==> config.mk <==
export PLATFORM = sky130hd
export DESIGN_NAME = iwls_status_block
export DESIGN_NICKNAME = d
export VERILOG_FILES = /design/src/iwls_pkg.sv /design/src/iwls_status_block.sv
export VERILOG_INCLUDE_DIRS = /design/src
export SDC_FILE = /design/constraint.sdc
export NUM_CORES = 1
export LEC_CHECK = 0
export BUFFER_PORTS_ARGS = -buffer_cell sky130_fd_sc_hd__buf_2
export CORE_MARGIN = 5
export CORE_UTILIZATION = 55
export DETAILED_ROUTE_END_ITERATION = 8
export MAX_ROUTING_LAYER = met4
export PLACE_DENSITY = 0.87
export SLEW_MARGIN = 15
export SYNTH_ARGS = -nofsm -noshare
export SYNTH_HDL_FRONTEND = slang
export SYNTH_SLANG_ARGS = --single-unit
==> constraint.sdc <==
create_clock -name I_MCLK -period 2.4 [get_ports I_MCLK]
set_input_delay 0.48 -clock I_MCLK [delete_from_list [all_inputs] [get_ports I_MCLK]]
set_output_delay 0.48 -clock I_MCLK [all_outputs]
set_load 0.03 [all_outputs]
==> src/iwls_params.svh <==
/*
 * Constants of the input warning limit and status block: command codes,
 * reset values and bit positions of the status registers.
 * Assumes inclusion by the block, the checker and the bench only.
 */
`ifndef IWLS_PARAMS_SVH
`define IWLS_PARAMS_SVH

// ----------------------------------------------------------------------
// command codes
// ----------------------------------------------------------------------
`define IWLS_CMD_CLEAR_FAULTS    8'h03
`define IWLS_CMD_VIN_OV_LIMIT    8'h57
`define IWLS_CMD_VIN_UV_LIMIT    8'h58
`define IWLS_CMD_STATUS_BYTE     8'h78
`define IWLS_CMD_STATUS_WORD     8'h79
`define IWLS_CMD_OUTPUT_VOLTAGE_STATUS     8'h7a
`define IWLS_CMD_STATUS_INPUT    8'h7c

// ----------------------------------------------------------------------
// limit reset values and disable codes
// ----------------------------------------------------------------------
`define IWLS_OV_LIMIT_RST        16'h0fff
`define IWLS_OV_LIMIT_OFF        16'h0fff
`define IWLS_UV_LIMIT_RST        16'h0000
`define IWLS_UV_LIMIT_OFF        16'h0000

// ----------------------------------------------------------------------
// status byte and word bit positions
// ----------------------------------------------------------------------
`define IWLS_SB_OFF              6
`define IWLS_SB_VIN_UV           3
`define IWLS_SB_TEMP             2
`define IWLS_SB_CML              1
`define IWLS_SB_OTHER            0
`define IWLS_SW_VOUT             15
`define IWLS_SW_INPUT            13
`define IWLS_SW_MFR              12
`define IWLS_SW_PGOOD_N          11

// ----------------------------------------------------------------------
// output voltage and input status bit positions
// ----------------------------------------------------------------------
`define IWLS_SV_VOUT_UV_WARN     5
`define IWLS_SI_VIN_OV_FAULT     7
`define IWLS_SI_VIN_OV_WARN      6
`define IWLS_SI_VIN_UV_WARN      5
`define IWLS_SI_VIN_UV_FAULT     4
`define IWLS_SI_IIN_OC_FAULT     2
`define IWLS_SI_IIN_OC_WARN      1
`define IWLS_SI_PIN_OP_WARN      0

`endif

==> src/iwls_pkg.sv <==
/*
 * Types of the input warning limit and status block.
 * Assumes iwls_params.svh is reachable by bare name.
 */
package iwls_pkg;

    // ------------------------------------------------------------------
    // command port from the serial front end
    // ------------------------------------------------------------------
    typedef struct packed {
        logic        valid;
        logic        write;
        logic [7:0]  code;
        logic [15:0] wdata;
    } iwls_cmd_s;

    typedef struct packed {
        logic        valid;
        logic [15:0] rdata;
    } iwls_rsp_s;

    // ------------------------------------------------------------------
    // fault and warning conditions from the rest of the device
    // ------------------------------------------------------------------
    typedef struct packed {
        logic switch_on;
        logic pgood;
        logic vin_ov_fault;
        logic vin_uv_fault;
        logic iin_oc_fault;
        logic iin_oc_warn;
        logic pin_op_warn;
        logic temp;
        logic cml;
        logic vout_uv_warn;
        logic mfr;
    } iwls_cond_s;

    // ------------------------------------------------------------------
    // latched flags
    // ------------------------------------------------------------------
    typedef struct packed {
        logic vin_ov_warn;
        logic vin_uv_warn;
        logic vin_ov_fault;
        logic vin_uv_fault;
        logic iin_oc_fault;
        logic iin_oc_warn;
        logic pin_op_warn;
        logic temp;
        logic cml;
        logic vout_uv_warn;
        logic mfr;
        logic pgood_lost;
    } iwls_flags_s;

endpackage

==> src/iwls_status_block.sv <==
/*
 * Input voltage warning limits, latched status flags and the alert line.
 * Assumes a serial front end that decodes transactions into one-cycle
 * command strobes, and a measurement path that delivers each input
 * voltage code with a one-cycle valid pulse; all inputs synchronous.
 */
`timescale 1ns/100ps

`include "iwls_params.svh"

// Overview of operation
// input above overvoltage limit sets overvoltage warning flags and alert
// overvoltage limit thresholds 0..0ffe; 0fff disables check and is reset value
// input below undervoltage limit sets undervoltage warning flags and alert
// undervoltage limit thresholds 1..0fff; 0000 disables check and is reset value
// host accesses both limits with word reads and word writes
// host scales limits with the telemetry coefficients
// flags hold until cause is gone and clear-faults arrives
// status byte bit 6 is one while the pass switch is off
// status byte bits 3,2,1: input undervoltage, temperature, communication
// status byte bit 0 flags any fault not covered by bits 7..1
// status byte read as byte; unsupported byte and word bits read zero
// status word read as word; low byte equals status byte
// word bits 15,13,12: output voltage, input, manufacturer faults
// word bit 11 set once power good has been negated
// output voltage status read as byte; only bit 5 implemented
// input status read as byte; latched like other status registers
// clear-faults resets flags and alert; live causes set again at once
// input status bit 6 overvoltage warning, bit 5 undervoltage warning
// each new measurement is compared and flags set in that cycle
module iwls_status_block #(
    parameter int VIN_W = 16
)(
    input wire logic I_MCLK,
    input wire logic I_NRST,
    input wire iwls_pkg::iwls_cmd_s I_CMD,
    input wire logic I_VIN_VALID,
    input wire logic [VIN_W-1:0] I_VIN_CODE,
    input wire iwls_pkg::iwls_cond_s I_COND,
    output logic O_SMBALERT_N,
    output iwls_pkg::iwls_rsp_s O_RSP
);
    import iwls_pkg::*;

    // ------------------------------------------------------------------
    // state
    // ------------------------------------------------------------------
    typedef struct packed {
        logic [15:0] ov_limit;
        logic [15:0] uv_limit;
        logic        ov_cond;
        logic        uv_cond;
        iwls_flags_s flags;
        logic        alert_n;
        iwls_rsp_s   rsp;
    } iwls_state_s;

    iwls_state_s cur_ff;
    iwls_state_s nxt_ff;

    logic [15:0] vin_code;
    logic clr;
    logic ov_hit;
    logic uv_hit;
    logic ov_live;
    logic uv_live;
    logic [7:0] status_byte;
    logic [15:0] status_word;
    logic [7:0] output_voltage_status;
    logic [7:0] status_input;
    logic other;
    logic input_any;

    assign vin_code = 16'(I_VIN_CODE);

    // ------------------------------------------------------------------
    // limit comparison
    // ------------------------------------------------------------------
    always_comb
    begin
        ov_hit = (cur_ff.ov_limit != `IWLS_OV_LIMIT_OFF) && (vin_code > cur_ff.ov_limit);
        uv_hit = (cur_ff.uv_limit != `IWLS_UV_LIMIT_OFF) && (vin_code < cur_ff.uv_limit);
        // a fresh sample is judged in its own cycle, else the last verdict holds
        ov_live = I_VIN_VALID ? ov_hit : cur_ff.ov_cond;
        uv_live = I_VIN_VALID ? uv_hit : cur_ff.uv_cond;
    end

    // ------------------------------------------------------------------
    // status views
    // ------------------------------------------------------------------
    always_comb
    begin
        other = cur_ff.flags.vin_ov_warn | cur_ff.flags.vin_uv_warn
              | cur_ff.flags.vin_ov_fault | cur_ff.flags.iin_oc_fault
              | cur_ff.flags.iin_oc_warn | cur_ff.flags.pin_op_warn
              | cur_ff.flags.vout_uv_warn | cur_ff.flags.mfr
              | cur_ff.flags.pgood_lost;
        input_any = cur_ff.flags.vin_ov_warn | cur_ff.flags.vin_uv_warn
                  | cur_ff.flags.vin_ov_fault | cur_ff.flags.vin_uv_fault
                  | cur_ff.flags.iin_oc_fault | cur_ff.flags.iin_oc_warn
                  | cur_ff.flags.pin_op_warn;

        // unsupported bits stay zero
        status_byte = 8'h00;
        status_byte[`IWLS_SB_OFF] = ~I_COND.switch_on;
        status_byte[`IWLS_SB_VIN_UV] = cur_ff.flags.vin_uv_fault;
        status_byte[`IWLS_SB_TEMP] = cur_ff.flags.temp;
        status_byte[`IWLS_SB_CML] = cur_ff.flags.cml;
        status_byte[`IWLS_SB_OTHER] = other;

        status_word = {8'h00, status_byte};
        status_word[`IWLS_SW_VOUT] = cur_ff.flags.vout_uv_warn;
        status_word[`IWLS_SW_INPUT] = input_any;
        status_word[`IWLS_SW_MFR] = cur_ff.flags.mfr;
        status_word[`IWLS_SW_PGOOD_N] = cur_ff.flags.pgood_lost;

        output_voltage_status = 8'h00;
        output_voltage_status[`IWLS_SV_VOUT_UV_WARN] = cur_ff.flags.vout_uv_warn;

        status_input = 8'h00;
        status_input[`IWLS_SI_VIN_OV_FAULT] = cur_ff.flags.vin_ov_fault;
        status_input[`IWLS_SI_VIN_OV_WARN] = cur_ff.flags.vin_ov_warn;
        status_input[`IWLS_SI_VIN_UV_WARN] = cur_ff.flags.vin_uv_warn;
        status_input[`IWLS_SI_VIN_UV_FAULT] = cur_ff.flags.vin_uv_fault;
        status_input[`IWLS_SI_IIN_OC_FAULT] = cur_ff.flags.iin_oc_fault;
        status_input[`IWLS_SI_IIN_OC_WARN] = cur_ff.flags.iin_oc_warn;
        status_input[`IWLS_SI_PIN_OP_WARN] = cur_ff.flags.pin_op_warn;
    end

    // ------------------------------------------------------------------
    // next state
    // ------------------------------------------------------------------
    always_comb
    begin
        nxt_ff = cur_ff;
        clr = I_CMD.valid && I_CMD.write && (I_CMD.code == `IWLS_CMD_CLEAR_FAULTS);

        nxt_ff.ov_cond = ov_live;
        nxt_ff.uv_cond = uv_live;

        // limit writes; word reads return them whole
        if (I_CMD.valid && I_CMD.write && I_CMD.code == `IWLS_CMD_VIN_OV_LIMIT)
        begin
            nxt_ff.ov_limit = I_CMD.wdata;
        end
        if (I_CMD.valid && I_CMD.write && I_CMD.code == `IWLS_CMD_VIN_UV_LIMIT)
        begin
            nxt_ff.uv_limit = I_CMD.wdata;
        end

        // clear first, then a present cause sets again: set wins
        if (clr)
        begin
            nxt_ff.flags = '0;
        end
        nxt_ff.flags.vin_ov_warn = nxt_ff.flags.vin_ov_warn | ov_live;
        nxt_ff.flags.vin_uv_warn = nxt_ff.flags.vin_uv_warn | uv_live;
        nxt_ff.flags.vin_ov_fault = nxt_ff.flags.vin_ov_fault | I_COND.vin_ov_fault;
        nxt_ff.flags.vin_uv_fault = nxt_ff.flags.vin_uv_fault | I_COND.vin_uv_fault;
        nxt_ff.flags.iin_oc_fault = nxt_ff.flags.iin_oc_fault | I_COND.iin_oc_fault;
        nxt_ff.flags.iin_oc_warn = nxt_ff.flags.iin_oc_warn | I_COND.iin_oc_warn;
        nxt_ff.flags.pin_op_warn = nxt_ff.flags.pin_op_warn | I_COND.pin_op_warn;
        nxt_ff.flags.temp = nxt_ff.flags.temp | I_COND.temp;
        nxt_ff.flags.cml = nxt_ff.flags.cml | I_COND.cml;
        nxt_ff.flags.vout_uv_warn = nxt_ff.flags.vout_uv_warn | I_COND.vout_uv_warn;
        nxt_ff.flags.mfr = nxt_ff.flags.mfr | I_COND.mfr;
        nxt_ff.flags.pgood_lost = nxt_ff.flags.pgood_lost | ~I_COND.pgood;

        nxt_ff.alert_n = ~(|nxt_ff.flags);

        // read answers one cycle after the request; unknown codes give zero
        nxt_ff.rsp.valid = I_CMD.valid && !I_CMD.write;
        nxt_ff.rsp.rdata = 16'h0000;
        if (I_CMD.valid && !I_CMD.write)
        begin
            case (I_CMD.code)
                `IWLS_CMD_VIN_OV_LIMIT: nxt_ff.rsp.rdata = cur_ff.ov_limit;
                `IWLS_CMD_VIN_UV_LIMIT: nxt_ff.rsp.rdata = cur_ff.uv_limit;
                `IWLS_CMD_STATUS_BYTE: nxt_ff.rsp.rdata = {8'h00, status_byte};
                `IWLS_CMD_STATUS_WORD: nxt_ff.rsp.rdata = status_word;
                `IWLS_CMD_OUTPUT_VOLTAGE_STATUS: nxt_ff.rsp.rdata = {8'h00, output_voltage_status};
                `IWLS_CMD_STATUS_INPUT: nxt_ff.rsp.rdata = {8'h00, status_input};
                default: nxt_ff.rsp.rdata = 16'h0000;
            endcase
        end
    end

    // ------------------------------------------------------------------
    // registers
    // ------------------------------------------------------------------
    always_ff @(posedge I_MCLK or negedge I_NRST)
    begin
        if (!I_NRST)
        begin
            cur_ff <= '0;
            cur_ff.ov_limit <= `IWLS_OV_LIMIT_RST;
            cur_ff.uv_limit <= `IWLS_UV_LIMIT_RST;
            cur_ff.alert_n <= 1'b1;
        end
        else
        begin
            cur_ff <= nxt_ff;
        end
    end

    assign O_SMBALERT_N = cur_ff.alert_n;
    assign O_RSP = cur_ff.rsp;

endmodule

==> results of run 1 <==
[worst paths after layout]
kind,end,slack [ns],startpoint,cells past startpoint
worst min-delay path,cur_ff[25]$_DFF_PN0_,0.14,I_NRST,2
worst min register to register,cur_ff[27]$_DFF_PN0_,0.53,cur_ff[27]$_DFF_PN0_,1
worst max register to register,O_SMBALERT_N$_DFF_PN1_,0.14,cur_ff[23]$_DFF_PN0_,5
max in group asynchronous,cur_ff[57]$_DFFE_PN1P_,1.94,I_NRST,2
min in group I_MCLK,cur_ff[18]$_DFF_PN0_,0.30,I_COND[9],2
worst max-delay path,O_SMBALERT_N$_DFF_PN1_,0.14,cur_ff[23]$_DFF_PN0_,5
[power groups by stage]
stage / sequential (mW) / clock (mW) / combinational [mW]
after floorplan: 1.14 / 0 / 0.122
after global placement: 1.15 / 0 / 0.227
after detailed placement: 1.15 / 0 / 0.241
after CTS: 1.13 / 0.919 / 0.243
after global routing: 1.14 / 0.970 / 0.279
final: 1.14 / 0.899 / 0.245
[layout make-up]
type | instances | share of cell area (%)
clock inverters | 4 | 1.08
inverters | 37 | 3.33
multi-input cells | 207 | 40.4
flip-flops and latches | 64 | 38.7
well taps | 77 | 2.31
repair buffers | 82 | 10.7
clock buffers | 12 | 3.48
[kinds of logic after synthesis]
family                   count (synthesis)  share of synthesized area [%]
flip-flops                              64                           44.8
AND/OR/NAND/NOR                         79                           12.4
adder cells (fa/ha/maj)                 32                           11.0
AO/OA/AOI/OAI                           64                           13.3
buffers and inverters                   63                           8.42
multiplexers                            32                           9.98
[cells in the mapped netlist, types with 9 or more instances]
cell type	number
nand4_1	10
buf_4	17
nor3_1	14
dfstp_2	13
dfrtp_1	51
nand2_1	15
ha_1	31
a21o_1	9
a22oi_1	13
mux2_2	32
nor4_1	9
inv_1	37
a21oi_1	11
[layer usage]
layer	global-route usage, %	part of all wire (%)	vias up
met2	38.7	48	166
met5	-	0	-
met4	10.6	3.3	0
met1	29.1	39	1418
li1	-	-	1362
met3	7.11	9.8	37
[registers in the layout, indices dropped and copies added, names as in the netlist]
| name | flops |
|---|---|
| cur_ff | 46 |
| O_RSP | 17 |
| O_SMBALERT_N | 1 |
==> metrics.txt, run 1 <==
via count=2983; Clock Tree Root=clkbuf_8; clk_skew=around 0.0076 ns; CTS Buf Count=9; Port Buffer Count=73; DP Area=between 3000 and 4000 um2; most frequent cells in the layout=73 x buf_2, 51 x dfrtp_1, 37 x inv_1; vias in the first global route=between 3000 and 4000; Power Total=2.28 mW; final worst path period need=~2.3 ns; CP most frequent cell=or4_1; final worst slack=around 0.14 ns; setup bufs post-CTS=0; Clock H-tree levels=3; Placer Congestion=0.932; RSZ-0062 raised after global routing=no; max-capacitance violation count=0; core area=about 6300 um2; Worst Tran Pin Value=0.539 ns; Slowest-stage cell, CP=or4_1; fin area=between 4000 and 5000 um2; # diodes=0; dpl cells=~470; die boundary height=91.0 um; VDD IR max=about 0.00054 V; largest net degree at the start of global routing=65; top_reg_cell synth=dfrtp_1; fill count=503; Crit path max-delay family=simple AND/OR/NAND/NOR gates; share of flip-flops with an asynchronous set or reset=100%; Pre-antenna DRT Iters=6; Synth Net Count=421; CP cell instances=or4_1, or4_1, or4_1, a21oi_1, and4_1; Initial Util=between 50% and 60%; critical path class=flop to flop; number of synthesized flops with an enable pin=0; Final Cycle Share=94.2%; initial antenna violation count=0; setup TNS=0 ns; syn_area_per_cell=~11 um2; Synth area leaders=dfrtp_1 35%, ha_1 11%, mux2_2 10%; Mapped Area=3610 um2; P_sw=0.561 mW; TritonCTS Sinks=64; Unique masters post-synth=50; final hold viol count=0; Critical Path Fanout Max=3; Crit path arrival time=~2.5 ns; dpl ws=0.173 ns; DRC=0; die width=91.0 um; startpoint types=flop; multi-input logic area=between 1500 and 2000 um2; WP data required=2.68 ns; wire per inst=19.7 um; Layout area overhead=15.7%; CTS tree=built; final wirelength=9490 um; WP buf/inv=0; Vias/cell=6.18; Clk network pwr share=between 30% and 40%; hold_ws=around 0.14 ns; GRT overflow=0; Final Non-Filler Cells=483; fmax=442 MHz; Clock transition at path regs=~0.07 ns; HP Class=input pin to asynchronous set/reset pin; final HPWL from detailed placement=7050 um; switch share=24.6%; top cell type's share of synthesized area=35.4%; antenna-violating nets left=0; layout cells sized above 1=35.7%; Seq/Total Area, Yosys=about 45%; std cell rows=29; #FFs+latches synth=64; Clock Latency Late Sink=0.34 ns; Internal=1.72 mW; cell taking the most area after synthesis=dfrtp_1; Hold Buf Count CTS=0; max-slew violation count=0; IO Pins=74; nets=approximately 490; Setup violations, final=0; CP max stage delay=between 0.5 and 0.6 ns; Pleak=around 1.9 nW; outcome=finished, final reports clean; Pwr Density=546 nW/um2; first-pass GRT wire length=15500 um; DR iter-0 viols=345; post-CTS sizing=0; yosys warns=0; Combinational Power Share=10.7%; most common cell after layout, fill and taps aside=buf_2; Rel. slew slack=64.0%; Clock Tree Buf Depth=2; register area=1620 um2; full die area=8280 um2; Flop pwr share=49.8%; CP endpoint kind=flop; cells after synthesis=334; gr usage total=24.5%; Final Util=65.8%
Note: power is estimated with default switching activity, not from simulation.
==> run 2, diff against run 1 <==
==> constraint.sdc (replaced) <==
create_clock -name I_MCLK -period 2.4 [get_ports I_MCLK]
set_input_delay 0.36 -clock I_MCLK [delete_from_list [all_inputs] [get_ports I_MCLK]]
set_output_delay 0.36 -clock I_MCLK [all_outputs]
set_load 0.03 [all_outputs]
==> metrics.txt, run 2 (synthesis gave the netlist of run 1 again) <==
DRC=0 (unchanged); Placer Congestion=0.898 (-3.6%); dpl ws=0.160 ns (-0.0134 ns); Final Cycle Share=94.5% (+0.31 points); std cell rows=29 (unchanged); Setup violations, final=0 (unchanged); DR iter-0 viols=313 (-9.3%); Pwr Density=524 nW/um2 (-4.0%); HP Class=input pin to asynchronous set/reset pin; GRT overflow=0 (unchanged); max-slew violation count=0 (unchanged); most frequent cells in the layout=73 x buf_2, 51 x dfrtp_1, 37 x inv_1; nets=489 (+0.20%); die boundary height=91.0 um (unchanged); largest net degree at the start of global routing=65 (unchanged); Pre-antenna DRT Iters=6 (unchanged); layout cells sized above 1=35.6% (-0.088 points); WP data required=2.68 ns (about the same); final worst path period need=2.27 ns (+0.00753 ns); via count=2983 (unchanged); CP endpoint kind=flop; Crit path arrival time=2.55 ns (about the same); Clock Tree Buf Depth=2 (unchanged); first-pass GRT wire length=15100 um (-2.6%); gr usage total=23.7% (-0.82 points); startpoint types=flop; vias in the first global route=2988 (-3.1%); fmax=441 MHz (-0.33%); RSZ-0062 raised after global routing=no; Vias/cell=6.16 (-0.21%); outcome=finished, final reports clean; most common cell after layout, fill and taps aside=buf_2; setup TNS=0 ns (unchanged); final worst slack=0.132 ns (-0.00753 ns); full die area=8280 um2 (unchanged); Critical Path Fanout Max=3 (unchanged); wire length on met3=726 um (-22%); # diodes=0 (unchanged); Clock Latency Late Sink=0.34 ns (about the same); CTS tree=built; Clock transition at path regs=0.07 ns (about the same); Pleak=1.88 nW (-0.91%); most flop-heavy register=cur_ff; Hold Buf Count CTS=0 (unchanged); met2 routed WL=4540 um (+0.58%); Clock Tree Root=clkbuf_8; critical path class=flop to flop; clk_skew=0.00585 ns (-0.00172 ns); die width=91.0 um (unchanged); DP Area=3970 um2 (-0.13%); max-capacitance violation count=0 (unchanged); final hold viol count=0 (unchanged); initial antenna violation count=0 (unchanged); uppermost layer routed=met4; Worst Tran Pin Value=0.797 ns (+0.258 ns); Port Buffer Count=73 (unchanged); wire per inst=19.4 um (-1.4%); Layout area overhead=14.9%; fill count=477 (-5.2%); reg2reg setup slack=0.13 ns (about the same); IO Pins=74 (unchanged); Initial Util=56.8% (unchanged); Clock H-tree levels=3 (unchanged); antenna-violating nets left=0 (unchanged); CTS Buf Count=9 (unchanged); max FFs per register=46 (unchanged); final wirelength=9380 um (-1.2%); core area=6350 um2 (unchanged); post-CTS sizing=0 (unchanged); fin area=4150 um2 (-0.69%); final HPWL from detailed placement=7060 um (+0.20%); VDD IR max=0.000421 V (-22%); met1 wire length=3930 um (+5.1%); setup bufs post-CTS=0 (unchanged); Rel. slew slack=46.9% (-17 points); TritonCTS Sinks=64 (unchanged)
run 2: cell types whose count changed in the layout (fill, tap and decap cells not counted):
cell        before  now
buf_12           1    0
buf_4            7    9
bufinv_16        1    0
clkbuf_1         2    3
clkinv_2         3    2
clkinvlp_4       0    1
run 2: power breakdown:
| part | total (mW) | switching, mW | internal [mW] |
|---|---|---|---|
| logic | 0.243 | 0.137 | 0.106 |
| clock network | 0.796 | 0.396 | 0.400 |
| registers | 1.13 | 0.0267 | 1.11 |
| total | 2.17 | 0.560 | 1.61 |
run 2: area by class of cell:
cell class,count,area (um2),area share [%]
clock buffer,13,149,3.59
tap,77,96.3,2.32
clock inverter,3,17.5,0.422
sequential,64,1620,39.0
inverter,37,139,3.35
timing repair buffer,83,440,10.6
multi-input combinational,207,1690,40.7
run 2: stage by stage:
stage / util, % / instances / hold WS (ns) / power, mW
after floorplan: - / 334 / 0.0644 / 1.26
after global placement: 62.6 / 467 / 0.485 / 1.38
after detailed placement: 62.6 / 467 / 0.495 / 1.39
after CTS: 65.2 / 483 / 0.185 / 2.19
after global routing: 65.3 / 484 / 0.196 / 2.27
final: 65.3 / 484 / 0.180 / 2.17
run 2: critical path: stages, from the launching register on:
cell,delay [ns]
dfrtp_1,0.39
or4_1,0.54
or4_1,0.51
or4_1,0.43
a21oi_1,0.16
and4_1,0.20
run 2: path summary, 6_finish.rpt:
check | from | to | depth (start not counted)
max | cur_ff[23]$_DFF_PN0_ | O_SMBALERT_N$_DFF_PN1_ | 5
min | I_NRST | cur_ff[32]$_DFFE_PN0P_ | 2
max reg2reg | cur_ff[23]$_DFF_PN0_ | O_SMBALERT_N$_DFF_PN1_ | 5
min reg2reg | cur_ff[29]$_DFF_PN0_ | cur_ff[29]$_DFF_PN0_ | 2
max in group asynchronous | I_NRST | O_RSP[1]$_DFF_PN0_ | 2
min in group I_MCLK | I_COND[9] | cur_ff[18]$_DFF_PN0_ | 2
run 2: metal layers:
metal | track usage, % | vias up
li1 | - | 1360
met1 | 30.5 | 1464
met2 | 36.9 | 137
met3 | 5.95 | 22
met4 | 7.21 | 0
met5 | - | -
